### src/rtl/scc_defs.vh
// Constants for the sleep cycle controller: register indices, fields, resets, timing
`ifndef SCC_DEFS_VH
`define SCC_DEFS_VH

// ---------------------------------------------------------------
// Register indices on the parameter command port
// ---------------------------------------------------------------
`define SCC_REG_SLEEP_PERIODS_BETWEEN_WAKE_SIGNAL 4'h0
`define SCC_REG_SLEEP_PERIOD 4'h1
`define SCC_REG_WAKE_TIME 4'h2
`define SCC_REG_WAKE_HOST_DELAY 4'h3
`define SCC_REG_SLEEP_STATUS 4'h4
`define SCC_REG_OPERATIONAL_SLEEP_PERIOD 4'h5
`define SCC_REG_OPERATIONAL_WAKE_PERIOD 4'h6
`define SCC_REG_MISSED_SYNC_CYCLES 4'h7
`define SCC_REG_MISSED_SYNC_COUNTER 4'h8
`define SCC_REG_SLEEP_MODE_SELECT 4'h9

// ---------------------------------------------------------------
// Reset values
// ---------------------------------------------------------------
`define SCC_RST_SPBWS 16'h0001
`define SCC_RST_SLEEP_PERIOD 24'h000190
`define SCC_RST_WAKE_TIME 24'h001F40
`define SCC_RST_WAKE_HOST_DELAY 16'h0000
`define SCC_RST_SLEEP_STATUS 8'h40
`define SCC_RST_MODE 4'h0

// ---------------------------------------------------------------
// Limits
// ---------------------------------------------------------------
`define SCC_MAX_SLEEP_PERIOD 24'h15F900
`define SCC_MAX_WAKE_TIME 24'h36EE80
`define SCC_SAT_16 16'hFFFF

// ---------------------------------------------------------------
// Sleep mode encodings
// ---------------------------------------------------------------
`define SCC_MODE_NORMAL 4'h0
`define SCC_MODE_PIN 4'h1
`define SCC_MODE_ASYNC 4'h4
`define SCC_MODE_ASYNC_PIN 4'h5
`define SCC_MODE_SUPPORT 4'h7
`define SCC_MODE_SYNC 4'h8

// ---------------------------------------------------------------
// Sleep status bit positions
// ---------------------------------------------------------------
`define SCC_SS_NET_AWAKE 0
`define SCC_SS_COORD 1
`define SCC_SS_EVER_SYNC 2
`define SCC_SS_SYNC_NOW 3
`define SCC_SS_WILL_NOMINATE 4
`define SCC_SS_NOM_REQ 5
`define SCC_SS_DEPLOY 6

// ---------------------------------------------------------------
// Timing: clock rate and time base
// ---------------------------------------------------------------
`define SCC_CLK_HZ 40000000
`define SCC_TICK_MS 1
`define SCC_SLEEP_UNIT_MS 10
`define SCC_MS_CYCLES ((`SCC_CLK_HZ / 1000) * `SCC_TICK_MS)

`endif

### src/rtl/scc_ctrl.v
// Sleep and wake cycle controller with parameter registers and status
`timescale 1ns/100ps
`default_nettype none
`include "scc_defs.vh"

module scc_ctrl #(
  parameter MS_CYCLES = `SCC_MS_CYCLES,
  parameter CHECK_MS = 16'd5,
  parameter UNICAST_MS = 16'd20
) (
  // Clock and reset
  input wire clk_i,
  input wire rst_i,
  // Parameter command port
  input wire reg_wr_i,
  input wire reg_rd_i,
  input wire [3:0] reg_addr_i,
  input wire [23:0] reg_wdata_i,
  output reg [23:0] reg_rdata_o,
  output reg reg_rvalid_o,
  // Network and host events
  input wire host_char_i,
  input wire data_pending_i,
  input wire sync_rx_i,
  input wire sync_missed_i,
  input wire net_sleep_period_valid_i,
  input wire [23:0] net_sleep_period_i,
  input wire [23:0] net_wake_time_i,
  input wire coordinator_i,
  input wire deployment_i,
  input wire commissioning_nominate_request_i,
  input wire msg_queued_i,
  input wire pin_sleep_req_n_i,
  // Sleep and host outputs
  output reg sleep_status_o,
  output reg awake_o,
  output reg host_tx_enable_o,
  output reg msg_discard_o
);

  // ---------------------------------------------------------------
  // Registers and state
  // ---------------------------------------------------------------
  localparam ST_AWAKE = 2'd0;
  localparam ST_SLEEP = 2'd1;
  localparam ST_CHECK = 2'd2;

  reg [15:0] sleep_periods_between_wake_signal;
  reg [23:0] sleep_period;
  reg [23:0] wake_time;
  reg [15:0] wake_host_delay;
  reg [3:0] sleep_mode_select;
  reg [23:0] operational_sleep_period;
  reg [23:0] operational_wake_period;
  reg [15:0] missed_sync_cycles;
  reg [15:0] missed_sync_counter;
  reg ever_sync;
  reg sync_now;
  reg will_nominate;
  reg [1:0] state;
  reg [27:0] ms_cnt;
  reg [15:0] period_cnt;
  reg [3:0] sub10;
  reg [15:0] host_cnt;
  reg [27:0] hold_cnt;
  reg pin_prev;
  wire tick;
  wire cyclic;
  wire sync_mode;
  wire [27:0] sleep_ms;
  wire [27:0] wake_ms;
  wire [7:0] status_word;

  scc_tick #(.CYCLES(MS_CYCLES)) u_tick (
    .clk_i(clk_i),
    .rst_i(rst_i),
    .tick_o(tick)
  );

  // Clamp a value into its documented range
  function [23:0] scc_clamp;
    input [23:0] v;
    input [23:0] lo;
    input [23:0] hi;
    begin
      if (v < lo) begin
        scc_clamp = lo;
      end else if (v > hi) begin
        scc_clamp = hi;
      end else begin
        scc_clamp = v;
      end
    end
  endfunction

  // Saturating 16-bit increment
  function [15:0] scc_sat_inc;
    input [15:0] v;
    begin
      scc_sat_inc = (v == `SCC_SAT_16) ? v : v + 16'h0001;
    end
  endfunction

  // ---------------------------------------------------------------
  // Derived timing
  // ---------------------------------------------------------------
  assign cyclic = (sleep_mode_select == `SCC_MODE_ASYNC) ||
                  (sleep_mode_select == `SCC_MODE_ASYNC_PIN) ||
                  (sleep_mode_select == `SCC_MODE_SYNC);
  assign sync_mode = (sleep_mode_select == `SCC_MODE_SYNC);
  // Sync mode wakes early by host delay so the host is ready
  assign sleep_ms = (sync_mode && ({4'h0, operational_sleep_period} * 28'd10 >
                    {12'h000, wake_host_delay})) ?
                    {4'h0, operational_sleep_period} * 28'd10 - {12'h000, wake_host_delay} :
                    {4'h0, operational_sleep_period} * 28'd10;
  // Sync mode never wakes shorter than host delay plus a unicast
  assign wake_ms = (sync_mode && ({4'h0, operational_wake_period} <
                   {12'h000, wake_host_delay} + {12'h000, UNICAST_MS})) ?
                   {12'h000, wake_host_delay} + {12'h000, UNICAST_MS} :
                   {4'h0, operational_wake_period};
  // Undocumented bit 7 reads zero
  assign status_word = {1'b0, deployment_i, commissioning_nominate_request_i, will_nominate,
                        sync_now, ever_sync, coordinator_i, awake_o};

  // ---------------------------------------------------------------
  // Register writes and event counters
  // ---------------------------------------------------------------
  always @(posedge clk_i or posedge rst_i) begin
    if (rst_i) begin
      sleep_periods_between_wake_signal <= `SCC_RST_SPBWS;
      sleep_period <= `SCC_RST_SLEEP_PERIOD;
      wake_time <= `SCC_RST_WAKE_TIME;
      wake_host_delay <= `SCC_RST_WAKE_HOST_DELAY;
      sleep_mode_select <= `SCC_RST_MODE;
      operational_sleep_period <= `SCC_RST_SLEEP_PERIOD;
      operational_wake_period <= `SCC_RST_WAKE_TIME;
      missed_sync_counter <= 16'h0000;
      ever_sync <= 1'b0;
      will_nominate <= 1'b0;
    end else begin
      if (reg_wr_i) begin
        case (reg_addr_i)
          `SCC_REG_SLEEP_PERIODS_BETWEEN_WAKE_SIGNAL: begin
            sleep_periods_between_wake_signal <=
              (reg_wdata_i[15:0] == 16'h0000) ? 16'h0001 : reg_wdata_i[15:0];
            will_nominate <= 1'b1;
          end
          `SCC_REG_SLEEP_PERIOD: begin
            sleep_period <= scc_clamp(reg_wdata_i, 24'h000001, `SCC_MAX_SLEEP_PERIOD);
            will_nominate <= 1'b1;
          end
          `SCC_REG_WAKE_TIME: begin
            wake_time <= scc_clamp(reg_wdata_i, 24'h000001, `SCC_MAX_WAKE_TIME);
            will_nominate <= 1'b1;
          end
          `SCC_REG_WAKE_HOST_DELAY: begin
            wake_host_delay <= reg_wdata_i[15:0];
          end
          `SCC_REG_SLEEP_MODE_SELECT: begin
            sleep_mode_select <= reg_wdata_i[3:0];
          end
          default: begin
          end
        endcase
      end
      // Adopt settings while awake outside cyclic modes; a sync overrides with network values
      if (net_sleep_period_valid_i) begin
        operational_sleep_period <= net_sleep_period_i;
        operational_wake_period <= net_wake_time_i;
      end else if (state == ST_AWAKE && !cyclic) begin
        operational_sleep_period <= sleep_period;
        operational_wake_period <= wake_time;
      end
      if (sync_rx_i) begin
        ever_sync <= 1'b1;
      end
      if (state == ST_AWAKE && tick && ms_cnt == 28'd0 && cyclic) begin
        will_nominate <= 1'b0;
      end
      // Increment wins over a host clear in the same cycle
      if (sync_missed_i) begin
        missed_sync_counter <= scc_sat_inc(missed_sync_counter);
      end else if (reg_wr_i && reg_addr_i == `SCC_REG_MISSED_SYNC_COUNTER &&
                   reg_wdata_i[15:0] == 16'h0000) begin
        missed_sync_counter <= 16'h0000;
      end
    end
  end

  // ---------------------------------------------------------------
  // Sleep and wake sequencer
  // ---------------------------------------------------------------
  always @(posedge clk_i or posedge rst_i) begin
    if (rst_i) begin
      state <= ST_AWAKE;
      ms_cnt <= 28'd0;
      sub10 <= 4'h0;
      period_cnt <= 16'h0000;
      awake_o <= 1'b1;
      sleep_status_o <= 1'b1;
      sync_now <= 1'b0;
      missed_sync_cycles <= 16'h0000;
      pin_prev <= 1'b1;
    end else begin
      pin_prev <= pin_sleep_req_n_i;
      if (sync_rx_i) begin
        sync_now <= 1'b1;
        missed_sync_cycles <= 16'h0000;
      end
      case (state)
        ST_AWAKE: begin
          if (!cyclic) begin
            ms_cnt <= 28'd0;
            awake_o <= 1'b1;
            sleep_status_o <= 1'b1;
          end else if (tick) begin
            if (ms_cnt + 28'd1 >= wake_ms) begin
              state <= ST_SLEEP;
              ms_cnt <= 28'd0;
              awake_o <= 1'b0;
              sleep_status_o <= 1'b0;
            end else begin
              ms_cnt <= ms_cnt + 28'd1;
            end
          end
        end
        ST_SLEEP: begin
          if (tick) begin
            if (ms_cnt + 28'd1 >= sleep_ms ||
                (sleep_mode_select == `SCC_MODE_ASYNC_PIN && pin_prev && !pin_sleep_req_n_i)) begin
              ms_cnt <= 28'd0;
              awake_o <= 1'b1;
              if (!sync_rx_i) begin
                sync_now <= 1'b0;
                missed_sync_cycles <= scc_sat_inc(missed_sync_cycles);
              end
              // Count ignored in sync mode
              if (sync_mode || period_cnt + 16'h0001 >= sleep_periods_between_wake_signal) begin
                period_cnt <= 16'h0000;
                sleep_status_o <= 1'b1;
                state <= ST_AWAKE;
              end else begin
                period_cnt <= period_cnt + 16'h0001;
                state <= ST_CHECK;
              end
            end else begin
              ms_cnt <= ms_cnt + 28'd1;
            end
          end
        end
        ST_CHECK: begin
          // Brief data check; full wake only if something arrived
          if (data_pending_i || host_char_i) begin
            sleep_status_o <= 1'b1;
            ms_cnt <= 28'd0;
            state <= ST_AWAKE;
          end else if (tick) begin
            if (ms_cnt + 28'd1 >= {12'h000, CHECK_MS}) begin
              ms_cnt <= 28'd0;
              awake_o <= 1'b0;
              state <= ST_SLEEP;
            end else begin
              ms_cnt <= ms_cnt + 28'd1;
            end
          end
        end
        default: begin
          state <= ST_AWAKE;
        end
      endcase
    end
  end

  // ---------------------------------------------------------------
  // Host delay and indirect message hold
  // ---------------------------------------------------------------
  always @(posedge clk_i or posedge rst_i) begin
    if (rst_i) begin
      host_cnt <= 16'h0000;
      host_tx_enable_o <= 1'b1;
      hold_cnt <= 28'd0;
      msg_discard_o <= 1'b0;
    end else begin
      msg_discard_o <= 1'b0;
      if (!awake_o) begin
        host_cnt <= wake_host_delay;
        host_tx_enable_o <= 1'b0;
      end else if (host_char_i) begin
        host_cnt <= 16'h0000;
        host_tx_enable_o <= 1'b1;
      end else if (host_cnt == 16'h0000) begin
        host_tx_enable_o <= 1'b1;
      end else if (tick) begin
        host_cnt <= host_cnt - 16'h0001;
      end
      // Hold is 25 ms per sleep unit, i.e. 2.5 times the period
      if (msg_queued_i) begin
        hold_cnt <= {4'h0, operational_sleep_period} * 28'd25;
      end else if (tick && hold_cnt != 28'd0) begin
        hold_cnt <= hold_cnt - 28'd1;
        if (hold_cnt == 28'd1) begin
          msg_discard_o <= 1'b1;
        end
      end
    end
  end

  // ---------------------------------------------------------------
  // Read port
  // ---------------------------------------------------------------
  always @(posedge clk_i or posedge rst_i) begin
    if (rst_i) begin
      reg_rdata_o <= 24'h000000;
      reg_rvalid_o <= 1'b0;
    end else begin
      reg_rvalid_o <= reg_rd_i;
      case (reg_addr_i)
        `SCC_REG_SLEEP_PERIODS_BETWEEN_WAKE_SIGNAL: reg_rdata_o <= {8'h00, sleep_periods_between_wake_signal};
        `SCC_REG_SLEEP_PERIOD: reg_rdata_o <= sleep_period;
        `SCC_REG_WAKE_TIME: reg_rdata_o <= wake_time;
        `SCC_REG_WAKE_HOST_DELAY: reg_rdata_o <= {8'h00, wake_host_delay};
        `SCC_REG_SLEEP_STATUS: reg_rdata_o <= {16'h0000, status_word};
        `SCC_REG_OPERATIONAL_SLEEP_PERIOD: reg_rdata_o <= operational_sleep_period;
        `SCC_REG_OPERATIONAL_WAKE_PERIOD: reg_rdata_o <= operational_wake_period;
        `SCC_REG_MISSED_SYNC_CYCLES: reg_rdata_o <= {8'h00, missed_sync_cycles};
        `SCC_REG_MISSED_SYNC_COUNTER: reg_rdata_o <= {8'h00, missed_sync_counter};
        `SCC_REG_SLEEP_MODE_SELECT: reg_rdata_o <= {20'h00000, sleep_mode_select};
        default: reg_rdata_o <= 24'h000000;
      endcase
    end
  end

endmodule
`default_nettype wire

### src/rtl/scc_tick.v
// Millisecond tick divider for the sleep cycle controller
`timescale 1ns/100ps
`default_nettype none
`include "scc_defs.vh"

module scc_tick #(
  parameter CYCLES = `SCC_MS_CYCLES
) (
  // Clock and reset
  input wire clk_i,
  input wire rst_i,
  // Tick out
  output reg tick_o
);

  reg [31:0] cnt;

  // Free running divider, one pulse per millisecond
  always @(posedge clk_i or posedge rst_i) begin
    if (rst_i) begin
      cnt <= 32'h00000000;
      tick_o <= 1'b0;
    end else if (cnt == CYCLES - 1) begin
      cnt <= 32'h00000000;
      tick_o <= 1'b1;
    end else begin
      cnt <= cnt + 32'h00000001;
      tick_o <= 1'b0;
    end
  end

endmodule
`default_nettype wire

### config.mk
export PLATFORM = sky130hd
export DESIGN_NAME = scc_ctrl
export DESIGN_NICKNAME = d
export VERILOG_FILES = /design/src/rtl/scc_ctrl.v /design/src/rtl/scc_tick.v
export VERILOG_INCLUDE_DIRS = /design/src /design/src/rtl
export SDC_FILE = /design/constraint.sdc
export NUM_CORES = 1
export LEC_CHECK = 0
export BUFFER_PORTS_ARGS = -buffer_cell sky130_fd_sc_hd__buf_4
export CORE_UTILIZATION = 70
export CTS_BUF_LIST = sky130_fd_sc_hd__clkbuf_8
export DETAILED_ROUTE_END_ITERATION = 16
export GPL_TIMING_DRIVEN = 0
export MAX_ROUTING_LAYER = met4
export PLACE_DENSITY_LB_ADDON = 0.2
export SKIP_LAST_GASP = 1
export SLEW_MARGIN = 15
export SYNTH_ARGS = -nofsm -noshare
export SYNTH_HDL_FRONTEND = slang
export SYNTH_SLANG_ARGS = --single-unit
export TNS_END_PERCENT = 1
### constraint.sdc
create_clock -name clk_i -period 17.75 [get_ports clk_i]
set_input_delay 0.8875 -clock clk_i [delete_from_list [all_inputs] [get_ports clk_i]]
set_output_delay 0.8875 -clock clk_i [all_outputs]
set_load 0.01 [all_outputs]
==> results.md <==
- Width of the die: 186 um
- Min Tclk post-route: about 9 ns
- Cell row count: between 60 and 70
- Worst-Skew Late Latency: slightly below 0.7 ns
- Nets: 3182
- Clock buffer count from CTS: 54
- Clk sinks: 320
- Mean Syn Cell Area: 8.87 sq um
- VDD IR max: 0.0993 mV
- Slew Viols, Final: 0
- Slew margin rel.: 17.9%
- CTS resizes: 0
- Reg power frac: 33.1%
- Outcome: finished, final reports clean
- Post-synth EDFFs: 0
- Critical path class: flip-flop to flip-flop
- Initial antenna violation count: 0
- Number of synthesis warnings: 0
- Setup tns final: 0 ns
- Syn Inst Count: 2666
- Vias: roughly 22000
- Root buffer cell: clkbuf_8
- Crit path buf inv count: 3
- Yosys cell types: 77
- WL/cell: 23.1 um
- Tot Pwr: between 2 and 3 mW
- Number of top-level pins: 119
- Arrival time at the worst endpoint: 9.56 ns
- Post-synth net total: 3010
- Post-CTS Setup Inserts: 0
- Die area: 34500 sq um
- Unrepaired setup endpoints after global routing: no
- Post-DRT Antenna Nets: 0
- Gr ovfl total: 0
- Overall routing resource usage: 46.2%
- Post-Layout Cell Count: 3326
- HPWL Detailed: 57.6 mm
- Clock tree from TritonCTS: done
- H-Tree Depth: 2
- Post-CTS Hold Buffers: 0
- Initial DRC count: ~2600
- Power per standard cell area: 113 nW/um^2
- Post-Syn Area: around 24000 sq um
- Synth Register Bits: 320
- Syn-to-layout area delta: 11.9%
- Int Pwr: 1.79 mW
- Critical Path Max Stage Delay: 0.74 ns
- Combinational Power Share: 39.9%
- Vias in the first global route: 21900
- CP top delay family: simple AND/OR/NAND/NOR gates
- DRC viols: 0
- Reg clk slew, reported paths: 0.07 ns
- MaxCap Viol Count: 0
- Hold Fails Final Rpt: 0
- DR vias/cell: 6.72
- Period utilization: 50.7%
- Switching share of total power: 40.1%
- Number of diodes: 0
- Layout cells sized above 1: 10.9%
- Hold crit path type: input port to async pin
- Max Buffers Root-to-Sink: 3
- Setup crit start kind: flip-flop
- Slowest stage cell, crit path: nor3_1
- Die Y: 186 um
- WP data required: 18.30 ns
- Core ar.: 32900 sq um
- GP Congestion: 1.05
- # port buffers: 113
- Inst Count DP: roughly 3200
- NetSw: 1.20 mW
- Slew @ Worst Pin: 1.22 ns
- Endpoints failing setup: 0
- Design area: 26500 sq um
- Endpoint type of the worst setup path: flip-flop
- Fillers: 2143
- Clock Skew: 0.0519 ns
- Leakage: 12.6 nW
- Clock share of power: 27.0%
- TritonRoute pass-1 iters: 6
- Initial core utilization: a little under three quarters
- Global-route wire length before repair: 118 mm
- Detailed Route WL: 76.9 mm
- Pin count of the biggest net entering global routing: 115
- Async SR Flop Fraction: 100%
- Max Clk Rate: ~110 MHz
- Register area share after synthesis: between 30% and 40%
- Crit path max fanout: 10
- Main flop type after synthesis: dfrtp_1
- Post-DP Area: 25200 sq um
cells in the mapped netlist, types with 14 or more instances:
library cell	n	area share (%)
o22ai_1	15	0.40
xnor2_1	119	4.4
and3_1	29	0.77
inv_1	191	3.0
a221oi_1	16	0.59
a21o_1	56	1.8
and4_1	14	0.52
dfrtp_1	297	31
nor3_1	51	1.1
a22oi_1	50	1.6
a22o_1	32	1.2
dfstp_2	23	2.6
nor2_1	193	3.1
nor4_1	29	0.77
ha_1	233	12
xor2_1	89	3.3
mux2_2	35	1.7
clkbuf_1	87	1.4
nand2b_1	39	1.0
nand4_1	51	1.3
nand3_1	93	2.0
fa_1	21	1.8
o21ai_0	204	4.3
and2_1	16	0.42
nand2_1	273	4.3
a21oi_1	97	2.1
mux2i_1	79	3.3
or3_1	26	0.69
routing by layer:
metal,up-vias,global-route usage (%),wire length [um]
met2,1370,69.7,34500
met1,10800,56.7,29800
li1,9853,-,-
met5,-,-,0
met3,347,9.55,7580
met4,0,29.4,5090
registers in the layout, indices dropped and copies added, names as in the netlist, 2 cells and up:
name	flops
u_tick.cnt	32
hold_cnt	28
ms_cnt	28
operational_sleep_period	24
operational_wake_period	24
reg_rdata_o	24
sleep_period	24
wake_time	24
host_cnt	16
missed_sync_counter	16
missed_sync_cycles	16
period_cnt	16
sleep_periods_between_wake_signal	16
wake_host_delay	16
sleep_mode_select	4
state	2
worst paths after layout:
check	from	end	slack [ns]	cells after the start
min	rst_i	host_cnt[14]	0.18	2
min in group clk_i	reg_rd_i	reg_rvalid_o	0.32	1
max reg2reg	operational_sleep_period[1]	missed_sync_cycles[6]	8.74	31
max in group asynchronous	rst_i	hold_cnt[14]	16.29	4
max	operational_sleep_period[1]	missed_sync_cycles[6]	8.74	31
min reg2reg	wake_time[10]	wake_time[10]	0.49	2
cells by family (layout without fill, tap and decap cells):
logic type      Yosys count  count (layout)  synth area share (%)
fa+ha+maj               254             254                  14.1
simple gates            871             871                  17.9
compound gates          602             602                  16.4
xor+xnor                208             208                  7.70
flops                   320             320                  34.0
buf+inv                 297             515                  4.85
mux                     114             114                  5.01
layout by cell type, fill, tap and decap left out, types with 51 or more instances in the layout:
cell type	Yosys	layout
a21o_1	56	56
a21oi_1	97	97
buf_4	0	113
clkbuf_1	87	87
clkbuf_8	0	70
dfrtp_1	297	297
ha_1	233	233
inv_1	191	197
mux2i_1	79	79
nand2_1	273	273
nand3_1	93	93
nand4_1	51	51
nor2_1	193	193
o21ai_0	204	204
xnor2_1	119	119
xor2_1	89	89
stage by stage:
step	hold WS, ns	util, %	worst slack (ns)
final	0.178	80.6	8.74
after detailed placement	0.465	76.5	9.09
after global placement	0.452	76.2	4.86
after floorplan	0.440	-	8.04
after CTS	0.169	80.5	9.00
after global routing	0.200	80.6	8.35
area by class of cell:
type | instances | area, sq um | share of cell area [%]
Multi-Input combinational cell | 2049 | 14500 | 54.7
Sequential cell | 320 | 8040 | 30.4
Clock buffer | 70 | 963 | 3.64
Timing Repair Buffer | 116 | 931 | 3.52
Inverter | 191 | 724 | 2.74
Tap cell | 442 | 553 | 2.09
Buffer | 106 | 430 | 1.63
Clock inverter | 32 | 353 | 1.33
power groups by stage:
stage	clock network [mW]	registers, mW	logic, mW
floorplan	0	0.937	0.845
CTS	0.804	0.977	1.16
global placement	0	0.983	1.07
finish	0.806	0.987	1.19
detailed placement	0	0.988	1.14
global route	0.835	0.992	1.30
Note: power is estimated with default switching activity, not from simulation.
